$ cat config.mk
export PLATFORM = sky130hd
export DESIGN_NAME = pirq_ctrl
export DESIGN_NICKNAME = d
export VERILOG_FILES = /design/src/pirq_pkg.sv /design/src/pirq_ctrl.sv
export VERILOG_INCLUDE_DIRS = /design/src
export SDC_FILE = /design/constraint.sdc
export NUM_CORES = 1
export LEC_CHECK = 0
export ABC_AREA = 1
export BUFFER_PORTS_ARGS = -buffer_cell sky130_fd_sc_hd__buf_4
export CORE_MARGIN = 2
export CORE_UTILIZATION = 40
export DETAILED_ROUTE_END_ITERATION = 10
export PLACE_DENSITY = 0.8
export SYNTH_ARGS = -nofsm -noshare
export SYNTH_HDL_FRONTEND = slang
export SYNTH_SLANG_ARGS = --single-unit
export TNS_END_PERCENT = 5
$ cat constraint.sdc
create_clock -name CLK_IN -period 1.35 [get_ports CLK_IN]
set_input_delay 0.135 -clock CLK_IN [delete_from_list [all_inputs] [get_ports CLK_IN]]
set_output_delay 0.135 -clock CLK_IN [all_outputs]
set_load 0.03 [all_outputs]
$ cat src/pirq_consts.svh
`ifndef PIRQ_CONSTS_SVH
`define PIRQ_CONSTS_SVH

`define PIRQ_ADDR_W 8
`define PIRQ_OFF_EN5 8'h00
`define PIRQ_OFF_EN6 8'h04
`define PIRQ_OFF_PRIO1 8'h08
`define PIRQ_OFF_PRIO2 8'h0c
`define PIRQ_OFF_PRIO3 8'h10
`define PIRQ_OFF_PRIO4 8'h14
`define PIRQ_OFF_PRIO5 8'h18
`define PIRQ_OFF_CTRL 8'h1c
`define PIRQ_OFF_STAT 8'h20
`define PIRQ_OFF_MASK 8'h24
`define PIRQ_OFF_REQV 8'h28

`define PIRQ_CLKTUNE_RANGE_IRQ_EN_BIT 6
`define PIRQ_CLKTUNE_LOCK_IRQ_EN_BIT 5
`define PIRQ_TIMER8_MATCH_IRQ_EN_BIT 4
`define PIRQ_TIMER6_MATCH_IRQ_EN_BIT 2
`define PIRQ_TIMER5_OVF_IRQ_EN_BIT 1
`define PIRQ_TIMER4_MATCH_IRQ_EN_BIT 0
`define PIRQ_UART4_RX_IRQ_EN_BIT 7
`define PIRQ_UART4_TX_IRQ_EN_BIT 6
`define PIRQ_UART3_RX_IRQ_EN_BIT 5
`define PIRQ_UART3_TX_IRQ_EN_BIT 4
`define PIRQ_COMPARATOR3_IRQ_EN_BIT 2
`define PIRQ_COMPARATOR2_IRQ_EN_BIT 1
`define PIRQ_COMPARATOR1_IRQ_EN_BIT 0

`define PIRQ_EN5_IMPL ((8'h01 << `PIRQ_CLKTUNE_RANGE_IRQ_EN_BIT) | \
  (8'h01 << `PIRQ_CLKTUNE_LOCK_IRQ_EN_BIT) | \
  (8'h01 << `PIRQ_TIMER8_MATCH_IRQ_EN_BIT) | \
  (8'h01 << `PIRQ_TIMER6_MATCH_IRQ_EN_BIT) | \
  (8'h01 << `PIRQ_TIMER5_OVF_IRQ_EN_BIT) | \
  (8'h01 << `PIRQ_TIMER4_MATCH_IRQ_EN_BIT))
`define PIRQ_EN6_IMPL ((8'h01 << `PIRQ_UART4_RX_IRQ_EN_BIT) | \
  (8'h01 << `PIRQ_UART4_TX_IRQ_EN_BIT) | \
  (8'h01 << `PIRQ_UART3_RX_IRQ_EN_BIT) | \
  (8'h01 << `PIRQ_UART3_TX_IRQ_EN_BIT) | \
  (8'h01 << `PIRQ_COMPARATOR3_IRQ_EN_BIT) | \
  (8'h01 << `PIRQ_COMPARATOR2_IRQ_EN_BIT) | \
  (8'h01 << `PIRQ_COMPARATOR1_IRQ_EN_BIT))
`define PIRQ_PRIO_IMPL 8'hff
`define PIRQ_PRIO5_IMPL `PIRQ_EN5_IMPL

`define PIRQ_EN_RST 8'h00
`define PIRQ_PRIO_RST 8'hff

`define PIRQ_CTRL_PRIO_EN_BIT 7
`define PIRQ_CTRL_PERIPH_EN_BIT 6
`define PIRQ_STAT_HIGH_BIT 0
`define PIRQ_STAT_LOW_BIT 1

`define PIRQ_RESP_OKAY 2'h0
`define PIRQ_RESP_SLVERR 2'h2

`endif

$ cat src/pirq_pkg.sv
package pirq_pkg;

  typedef struct packed {
    logic aw_held;
    logic w_held;
    logic [7:0] awaddr;
    logic [7:0] wdata;
    logic wstrb0;
    logic bvalid;
    logic [1:0] bresp;
    logic rvalid;
    logic [7:0] rdata;
    logic [1:0] rresp;
    logic [7:0] en5;
    logic [7:0] en6;
    logic [4:0][7:0] prio;
    logic priority_levels_enable;
    logic peripheral_global_irq_en;
    logic [1:0] irq_status;
    logic [1:0] irq_mask;
    logic req_hi;
    logic req_lo;
    logic irq;
  } pirq_state_t;

endpackage

$ cat src/pirq_ctrl.sv
`timescale 1ns/1ps
`include "pirq_consts.svh"

module pirq_ctrl (
  input wire logic CLK_IN,
  input wire logic RST_B_IN,
  input wire logic CE_IN,
  input wire logic [7:0] AWADDR_IN,
  input wire logic AWVALID_IN,
  output logic AWREADY_OUT,
  input wire logic [31:0] WDATA_IN,
  input wire logic [3:0] WSTRB_IN,
  input wire logic WVALID_IN,
  output logic WREADY_OUT,
  output logic [1:0] BRESP_OUT,
  output logic BVALID_OUT,
  input wire logic BREADY_IN,
  input wire logic [7:0] ARADDR_IN,
  input wire logic ARVALID_IN,
  output logic ARREADY_OUT,
  output logic [31:0] RDATA_OUT,
  output logic [1:0] RRESP_OUT,
  output logic RVALID_OUT,
  input wire logic RREADY_IN,
  input wire logic [7:0] FLAG_G1_IN,
  input wire logic [7:0] FLAG_G2_IN,
  input wire logic [7:0] FLAG_G3_IN,
  input wire logic [7:0] FLAG_G4_IN,
  input wire logic [7:0] FLAG_G5_IN,
  input wire logic [7:0] FLAG_G6_IN,
  input wire logic [7:0] ENABLE_G1_IN,
  input wire logic [7:0] ENABLE_G2_IN,
  input wire logic [7:0] ENABLE_G3_IN,
  input wire logic [7:0] ENABLE_G4_IN,
  input wire logic [7:0] PRIO_G6_IN,
  output logic HIGH_REQ_OUT,
  output logic LOW_REQ_OUT,
  output logic IRQ_OUT
);

  pirq_pkg::pirq_state_t s;
  pirq_pkg::pirq_state_t next_s;

  logic aw_take;
  logic w_take;
  logic ar_take;
  logic [47:0] req_all;
  logic [47:0] prio_all;
  logic hi_any;
  logic lo_any;
  logic [8:0] rd_result;

  function automatic logic same_word(input logic [7:0] a,
                                     input logic [7:0] b);
    same_word = (a[7:2] == b[7:2]);
  endfunction

  // Masked byte write; unimplemented bits stay zero.
  function automatic logic [7:0] wr_byte(input logic [7:0] old,
                                         input logic [7:0] data,
                                         input logic strb,
                                         input logic [7:0] impl);
    wr_byte = strb ? (data & impl) : old;
  endfunction

  // Returns the error flag above the read byte.
  function automatic logic [8:0] rd_decode(
      input pirq_pkg::pirq_state_t st,
      input logic [7:0] addr);
    logic [8:0] r;
    r = {1'b0, 8'h00};
    if (same_word(addr, `PIRQ_OFF_EN5))
      r = {1'b0, st.en5};
    else if (same_word(addr, `PIRQ_OFF_EN6))
      r = {1'b0, st.en6};
    else if (same_word(addr, `PIRQ_OFF_PRIO1))
      r = {1'b0, st.prio[0]};
    else if (same_word(addr, `PIRQ_OFF_PRIO2))
      r = {1'b0, st.prio[1]};
    else if (same_word(addr, `PIRQ_OFF_PRIO3))
      r = {1'b0, st.prio[2]};
    else if (same_word(addr, `PIRQ_OFF_PRIO4))
      r = {1'b0, st.prio[3]};
    else if (same_word(addr, `PIRQ_OFF_PRIO5))
      r = {1'b0, st.prio[4]};
    else if (same_word(addr, `PIRQ_OFF_CTRL))
      r = {1'b0, st.priority_levels_enable,
           st.peripheral_global_irq_en, 6'h00};
    else if (same_word(addr, `PIRQ_OFF_STAT))
      r = {1'b0, 6'h00, st.irq_status};
    else if (same_word(addr, `PIRQ_OFF_MASK))
      r = {1'b0, 6'h00, st.irq_mask};
    else if (same_word(addr, `PIRQ_OFF_REQV))
      r = {1'b0, 6'h00, st.req_lo, st.req_hi};
    else
      r = {1'b1, 8'h00};
    rd_decode = r;
  endfunction

  function automatic pirq_pkg::pirq_state_t reset_state();
    pirq_pkg::pirq_state_t r;
    r = '0;
    r.en5 = `PIRQ_EN_RST;
    r.en6 = `PIRQ_EN_RST;
    r.prio[0] = `PIRQ_PRIO_RST;
    r.prio[1] = `PIRQ_PRIO_RST;
    r.prio[2] = `PIRQ_PRIO_RST;
    r.prio[3] = `PIRQ_PRIO_RST;
    r.prio[4] = `PIRQ_PRIO_RST & `PIRQ_PRIO5_IMPL;
    reset_state = r;
  endfunction

  assign AWREADY_OUT = CE_IN & ~s.aw_held & ~s.bvalid;
  assign WREADY_OUT = CE_IN & ~s.w_held & ~s.bvalid;
  assign ARREADY_OUT = CE_IN & ~s.rvalid;
  assign aw_take = AWVALID_IN & AWREADY_OUT;
  assign w_take = WVALID_IN & WREADY_OUT;
  assign ar_take = ARVALID_IN & ARREADY_OUT;

  assign BVALID_OUT = s.bvalid;
  assign BRESP_OUT = s.bresp;
  assign RVALID_OUT = s.rvalid;
  assign RRESP_OUT = s.rresp;
  assign RDATA_OUT = {24'h000000, s.rdata};
  assign HIGH_REQ_OUT = s.req_hi;
  assign LOW_REQ_OUT = s.req_lo;
  assign IRQ_OUT = s.irq;

  // A source asks when its flag and its enable are both set.
  assign req_all = {FLAG_G6_IN & s.en6, FLAG_G5_IN & s.en5,
                    FLAG_G4_IN & ENABLE_G4_IN, FLAG_G3_IN & ENABLE_G3_IN,
                    FLAG_G2_IN & ENABLE_G2_IN,
                    FLAG_G1_IN & ENABLE_G1_IN};
  // Each group's priority byte lines up bit for bit with its flags.
  assign prio_all = {PRIO_G6_IN, s.prio};

  // Two-level routing by priority bit, or one level behind the
  // peripheral global enable.
  always_comb
  begin
    hi_any = 1'b0;
    lo_any = 1'b0;
    if (s.priority_levels_enable)
    begin
      hi_any = |(req_all & prio_all);
      lo_any = |(req_all & ~prio_all);
    end
    else
    begin
      hi_any = s.peripheral_global_irq_en & (|req_all);
    end
  end

  assign rd_result = rd_decode(s, ARADDR_IN);

  always_comb
  begin
    next_s = s;
    if (s.bvalid && BREADY_IN)
      next_s.bvalid = 1'b0;
    if (aw_take)
    begin
      next_s.aw_held = 1'b1;
      next_s.awaddr = AWADDR_IN;
    end
    if (w_take)
    begin
      next_s.w_held = 1'b1;
      next_s.wdata = WDATA_IN[7:0];
      next_s.wstrb0 = WSTRB_IN[0];
    end
    if (s.aw_held && s.w_held && !s.bvalid)
    begin
      next_s.aw_held = 1'b0;
      next_s.w_held = 1'b0;
      next_s.bvalid = 1'b1;
      next_s.bresp = `PIRQ_RESP_OKAY;
      if (same_word(s.awaddr, `PIRQ_OFF_EN5))
        next_s.en5 = wr_byte(s.en5, s.wdata, s.wstrb0,
                             `PIRQ_EN5_IMPL);
      else if (same_word(s.awaddr, `PIRQ_OFF_EN6))
        next_s.en6 = wr_byte(s.en6, s.wdata, s.wstrb0,
                             `PIRQ_EN6_IMPL);
      else if (same_word(s.awaddr, `PIRQ_OFF_PRIO1))
        next_s.prio[0] = wr_byte(s.prio[0], s.wdata, s.wstrb0,
                                 `PIRQ_PRIO_IMPL);
      else if (same_word(s.awaddr, `PIRQ_OFF_PRIO2))
        next_s.prio[1] = wr_byte(s.prio[1], s.wdata, s.wstrb0,
                                 `PIRQ_PRIO_IMPL);
      else if (same_word(s.awaddr, `PIRQ_OFF_PRIO3))
        next_s.prio[2] = wr_byte(s.prio[2], s.wdata, s.wstrb0,
                                 `PIRQ_PRIO_IMPL);
      else if (same_word(s.awaddr, `PIRQ_OFF_PRIO4))
        next_s.prio[3] = wr_byte(s.prio[3], s.wdata, s.wstrb0,
                                 `PIRQ_PRIO_IMPL);
      else if (same_word(s.awaddr, `PIRQ_OFF_PRIO5))
        next_s.prio[4] = wr_byte(s.prio[4], s.wdata, s.wstrb0,
                                 `PIRQ_PRIO5_IMPL);
      else if (same_word(s.awaddr, `PIRQ_OFF_CTRL))
      begin
        if (s.wstrb0)
        begin
          next_s.priority_levels_enable =
            s.wdata[`PIRQ_CTRL_PRIO_EN_BIT];
          next_s.peripheral_global_irq_en =
            s.wdata[`PIRQ_CTRL_PERIPH_EN_BIT];
        end
      end
      else if (same_word(s.awaddr, `PIRQ_OFF_STAT))
      begin
        if (s.wstrb0)
          next_s.irq_status = s.irq_status & ~s.wdata[1:0];
      end
      else if (same_word(s.awaddr, `PIRQ_OFF_MASK))
      begin
        if (s.wstrb0)
          next_s.irq_mask = s.wdata[1:0];
      end
      else if (!same_word(s.awaddr, `PIRQ_OFF_REQV))
        next_s.bresp = `PIRQ_RESP_SLVERR;
    end
    if (s.rvalid && RREADY_IN)
      next_s.rvalid = 1'b0;
    if (ar_take)
    begin
      next_s.rvalid = 1'b1;
      next_s.rdata = rd_result[7:0];
      next_s.rresp = rd_result[8] ? `PIRQ_RESP_SLVERR : `PIRQ_RESP_OKAY;
    end
    next_s.req_hi = hi_any;
    next_s.req_lo = lo_any;
    // New requests set status after any clear, so a set wins.
    if (hi_any && !s.req_hi)
      next_s.irq_status[`PIRQ_STAT_HIGH_BIT] = 1'b1;
    if (lo_any && !s.req_lo)
      next_s.irq_status[`PIRQ_STAT_LOW_BIT] = 1'b1;
    next_s.irq = |(next_s.irq_status & next_s.irq_mask);
  end

  always_ff @(posedge CLK_IN)
  begin
    if (!RST_B_IN)
      s <= reset_state();
    else if (CE_IN)
      s <= next_s;
  end

  chk_en5_reserved: assert property (
    @(posedge CLK_IN) disable iff (!RST_B_IN)
    (s.en5[7] == 1'b0) && (s.en5[3] == 1'b0) &&
    (s.prio[4][7] == 1'b0) && (s.prio[4][3] == 1'b0))
    else $error("reserved group five bit set");

  chk_en6_reserved: assert property (
    @(posedge CLK_IN) disable iff (!RST_B_IN)
    s.en6[3] == 1'b0)
    else $error("reserved group six bit set");

  chk_enable_reset: assert property (
    @(posedge CLK_IN) disable iff (!RST_B_IN)
    $rose(RST_B_IN) |-> (s.en5 == 8'h00) && (s.en6 == 8'h00))
    else $error("enables not clear after reset");

  chk_prio_reset: assert property (
    @(posedge CLK_IN) disable iff (!RST_B_IN)
    $rose(RST_B_IN) |-> (s.prio[0] == 8'hff) && (s.prio[3] == 8'hff) &&
      (s.prio[4] == 8'h77) && !s.priority_levels_enable)
    else $error("priorities not preset after reset");

  chk_single_gate: assert property (
    @(posedge CLK_IN) disable iff (!RST_B_IN)
    CE_IN && !s.priority_levels_enable && !s.peripheral_global_irq_en
    |=> !HIGH_REQ_OUT)
    else $error("single level request without global enable");

  chk_single_no_low: assert property (
    @(posedge CLK_IN) disable iff (!RST_B_IN)
    CE_IN && !s.priority_levels_enable |=> !LOW_REQ_OUT)
    else $error("low level used in single level mode");

  chk_low_route: assert property (
    @(posedge CLK_IN) disable iff (!RST_B_IN)
    CE_IN && s.priority_levels_enable &&
    ((req_all & ~prio_all) != 48'h0) |=> LOW_REQ_OUT)
    else $error("low priority source not routed low");

  chk_high_route: assert property (
    @(posedge CLK_IN) disable iff (!RST_B_IN)
    CE_IN && s.priority_levels_enable &&
    ((req_all & prio_all) == 48'h0) |=> !HIGH_REQ_OUT)
    else $error("high request without high priority source");

  chk_idle_no_req: assert property (
    @(posedge CLK_IN) disable iff (!RST_B_IN)
    CE_IN && (req_all == 48'h0) |=> !HIGH_REQ_OUT && !LOW_REQ_OUT)
    else $error("request without flag and enable");

  chk_masked_en5: assert property (
    @(posedge CLK_IN) disable iff (!RST_B_IN)
    CE_IN && s.priority_levels_enable && (s.en5 == 8'h00) &&
    (FLAG_G5_IN != 8'h00) && ({req_all[47:40], req_all[31:0]} == 40'h0)
    |=> !HIGH_REQ_OUT && !LOW_REQ_OUT)
    else $error("disabled group five source requested");

  chk_write_resp: assert property (
    @(posedge CLK_IN) disable iff (!RST_B_IN)
    CE_IN && s.aw_held && s.w_held && !s.bvalid |=> BVALID_OUT)
    else $error("write response missing");

  chk_en5_write: assert property (
    @(posedge CLK_IN) disable iff (!RST_B_IN)
    CE_IN && s.aw_held && s.w_held && !s.bvalid && s.wstrb0 &&
    same_word(s.awaddr, `PIRQ_OFF_EN5)
    |=> s.en5 == ($past(s.wdata) & 8'h77))
    else $error("group five enable write lost");

  chk_en6_write: assert property (
    @(posedge CLK_IN) disable iff (!RST_B_IN)
    CE_IN && s.aw_held && s.w_held && !s.bvalid && s.wstrb0 &&
    same_word(s.awaddr, `PIRQ_OFF_EN6)
    |=> s.en6 == ($past(s.wdata) & 8'hf7))
    else $error("group six enable write lost");

  chk_prio1_write: assert property (
    @(posedge CLK_IN) disable iff (!RST_B_IN)
    CE_IN && s.aw_held && s.w_held && !s.bvalid && s.wstrb0 &&
    same_word(s.awaddr, `PIRQ_OFF_PRIO1)
    |=> s.prio[0] == $past(s.wdata))
    else $error("priority one write lost");

  chk_prio5_write: assert property (
    @(posedge CLK_IN) disable iff (!RST_B_IN)
    CE_IN && s.aw_held && s.w_held && !s.bvalid && s.wstrb0 &&
    same_word(s.awaddr, `PIRQ_OFF_PRIO5)
    |=> s.prio[4] == ($past(s.wdata) & 8'h77))
    else $error("priority five write lost");

  chk_high_route_set: assert property (
    @(posedge CLK_IN) disable iff (!RST_B_IN)
    CE_IN && s.priority_levels_enable &&
    ((req_all & prio_all) != 48'h0) |=> HIGH_REQ_OUT)
    else $error("high priority source not routed high");

  chk_single_route: assert property (
    @(posedge CLK_IN) disable iff (!RST_B_IN)
    CE_IN && !s.priority_levels_enable && s.peripheral_global_irq_en &&
    (req_all != 48'h0) |=> HIGH_REQ_OUT)
    else $error("single level request not passed");

  chk_status_high: assert property (
    @(posedge CLK_IN) disable iff (!RST_B_IN)
    CE_IN && hi_any && !s.req_hi
    |=> s.irq_status[`PIRQ_STAT_HIGH_BIT])
    else $error("high request edge not latched");

  chk_status_low: assert property (
    @(posedge CLK_IN) disable iff (!RST_B_IN)
    CE_IN && lo_any && !s.req_lo
    |=> s.irq_status[`PIRQ_STAT_LOW_BIT])
    else $error("low request edge not latched");

  chk_unmapped_err: assert property (
    @(posedge CLK_IN) disable iff (!RST_B_IN)
    CE_IN && s.aw_held && s.w_held && !s.bvalid &&
    (s.awaddr > (`PIRQ_OFF_REQV | 8'h03))
    |=> BRESP_OUT == `PIRQ_RESP_SLVERR)
    else $error("unmapped write not refused");

  // While the clock enable is low no state may move.
  chk_ce_freeze: assert property (
    @(posedge CLK_IN) disable iff (!RST_B_IN)
    !CE_IN |=> $stable(s))
    else $error("state moved with clock enable low");

endmodule // pirq_ctrl

==> run metrics <==
internal power=4.62 mW; Setup WS post-layout=-0.184 ns; layout cell share with drive strength beyond 1=33.2%; WS Path Type=flop to flop; CTS buffer count=9; drt total wl=19,700 microns; Clk pin slew, worst setup/hold paths=0.07 ns; Syn Area/Cell=6.37 sq um; CTS tree=yes; H-tree levels=3; total track usage=27.5%; DR WL/cell=16.1 microns; row cnt=41; Fillers=1,148; Max rail drop VDD=0.504 mV; antenna-violating nets left=0; Util after Layout=60.4%; gpl congestion=0.988; Place WS=-0.303 ns; Vias/cell=5.10; Synth Instances=815; worst r2r path cells=12; Die X=118 microns; leakage=4.06 nW; Pre-antenna DRT Iters=5; Seq/Total Area, Yosys=34.3%; die area=13,900 sq um; drc violations=0; main area contributors after synthesis=dfxtp_1 34%, nand2_1 17%, o21ai_0 7.0%; Max-Cap Viols=0; Fin Clk Skew=0.00822 ns; Clk pwr share=39.1%; Core ar.=12,700 sq um; Tcrit/Tclk final=114%; fmax=652 MHz; Starting Density=41.0%; Final Slew Violations=0; commonest cells after routing, fill and taps aside=243 x buf_4, 212 x nand2_1, 91 x inv_1; worst hold path class=primary input to flop; PortBufs=130; Longest Clk Path Bufs=2; Post-Synthesis Cell Area=5190 sq um; Vias=6,242; # nets final=1,197; sequential power share=42.4%; Clock Latency Late Sink=0.35 ns; switching portion of total power=28.4%; switching pwr=1.83 mW; status=complete, but fails checks; Sum Neg Setup Slack=-6.87 ns; hold path depth=3; crit end category=flop; largest net degree at the start of global routing=48; Critical Path RT=1.60 ns; area grow syn2layout=47.3%; Tot Pwr=6.45 mW; Ant. Diodes=0; failing checks=negative setup slack; DRT iter0 DRCs=544; Seq cells post-synth=89; Pwr per Cell Area=843 nW/um^2; CP Launch Type=flop; grt ovf=0; Yosys warnings=0; root buffer cell=clkbuf_16; Clock Sinks=89; most common cell after layout, fill and taps aside=buf_4; first-pass GRT wire length=30,300 microns; Critical Path AT=1.78 ns; Hold Fails Final Rpt=0; DP Wirelength=15,400 microns; vias in the first global route=5,880; initial antenna violation count=0; Tmin final=1.53 ns; dominant cell type by area after synthesis=dfxtp_1; hold slack=0.0384 ns; synth unique cells=32; worst-path fanout max=3; Yosys top cell area share=34.3%; RSZ-0062 raised after global routing=yes; IO Count=192; Die Ht=118 microns; Gate power share=18.5%; # setup viols final=63
[critical path, stage by stage (launching register included)]
cell	delay, ns
dfxtp_2	0.33
inv_2	0.04
nor2_1	0.09
nand2_1	0.08
buf_4	0.15
inv_4	0.06
nand2_1	0.07
nor2_2	0.14
nand2_1	0.08
o21ai_1	0.14
nand2_2	0.08
o21ai_2	0.14
inv_1	0.05
[state kept, by name, summed over array words and instances (netlist names)]
signal / flops
RVALID_OUT: 1
RDATA_OUT: 8
BVALID_OUT: 1
RRESP_OUT: 1
prio_all: 38
HIGH_REQ_OUT: 1
LOW_REQ_OUT: 1
IRQ_OUT: 1
BRESP_OUT: 1
s: 36
[path summary, 6_finish.rpt]
check / start / end / slack (ns)
max reg2reg: s[96] / s[5] / -0.18
min reg2reg: RDATA_OUT[3] / RDATA_OUT[3] / 0.47
max: s[96] / s[5] / -0.18
min: AWADDR_IN[6] / s[94] / 0.04
[Yosys cell counts]
| library cell | count |
|---|---|
| nand2_1 | 232 |
| inv_1 | 96 |
| dfxtp_1 | 89 |
| nor2_1 | 78 |
| o21ai_0 | 73 |
| a21oi_1 | 56 |
| nand3_1 | 46 |
| o211ai_1 | 40 |
| buf_4 | 36 |
| clkbuf_1 | 12 |
| nand4_1 | 8 |
| nor3_1 | 8 |
| buf_2 | 6 |
| nor2_2 | 5 |
| nor2_4 | 4 |
| o2111ai_1 | 3 |
| o21ai_1 | 3 |
| inv_2 | 2 |
| nand2_2 | 2 |
| nand3_2 | 2 |
| o21a_1 | 2 |
| o22ai_1 | 2 |
| a211oi_1 | 1 |
| a21oi_2 | 1 |
| a221oi_1 | 1 |
| a22oi_1 | 1 |
| buf_1 | 1 |
| buf_6 | 1 |
| conb_1 | 1 |
| nand4_2 | 1 |
| nor3_4 | 1 |
| o21ai_2 | 1 |
[layout make-up]
cell class	instances	area [sq um]	area share (%)
Clock buffer	10	229	2.99
Clock inverter	5	56.3	0.736
Inverter	98	370	4.84
Multi-Input combinational cell	597	2990	39.0
Sequential cell	89	1790	23.4
Tap cell	172	215	2.81
Timing Repair Buffer	254	2000	26.2
[layer usage]
layer | up-vias | global-route usage (%) | share of wire, %
met5 | - | 0 | 0
met4 | 0 | 10.0 | 3.3
met3 | 57 | 5.43 | 9.0
met2 | 304 | 45.4 | 46
met1 | 2810 | 35.5 | 41
li1 | 3071 | - | -
[power by group through the flow]
stage | combinational, mW | clock [mW] | sequential (mW)
3_3_place_gp | 1.12 | 0 | 2.79
6_report | 1.19 | 2.52 | 2.74
2_1_floorplan | 0.606 | 0 | 2.80
5_1_grt | 1.29 | 2.61 | 2.74
4_1_cts | 1.15 | 2.52 | 2.73
3_5_place_dp | 1.13 | 0 | 2.79
[kinds of logic (layout without fill, tap and decap cells)]
group	Yosys count	in the layout	share of synthesized area, %
AO/OA/AOI/OAI	184	184	20.3
flip-flops	89	89	34.3
buffers and inverters	154	367	14.0
other	1	26	0.0722
AND/OR/NAND/NOR	387	387	31.2
[timing repair]
action | 4_1_cts | 5_1_grt
buffers inserted | 3 | 1
hold buffers | 0 | 0
resized for setup | 42 | 42
pin swaps | 6 | 11
endpoints found under the setup margin | 62 | 71
[through the flow]
stage	area, sq um	std cells
finish	7650	1225
global route	7650	1225
CTS	7530	1224
detailed placement	7130	1206
global placement	7130	1206
floorplan	5330	840
(Power assumes the default switching activity.)
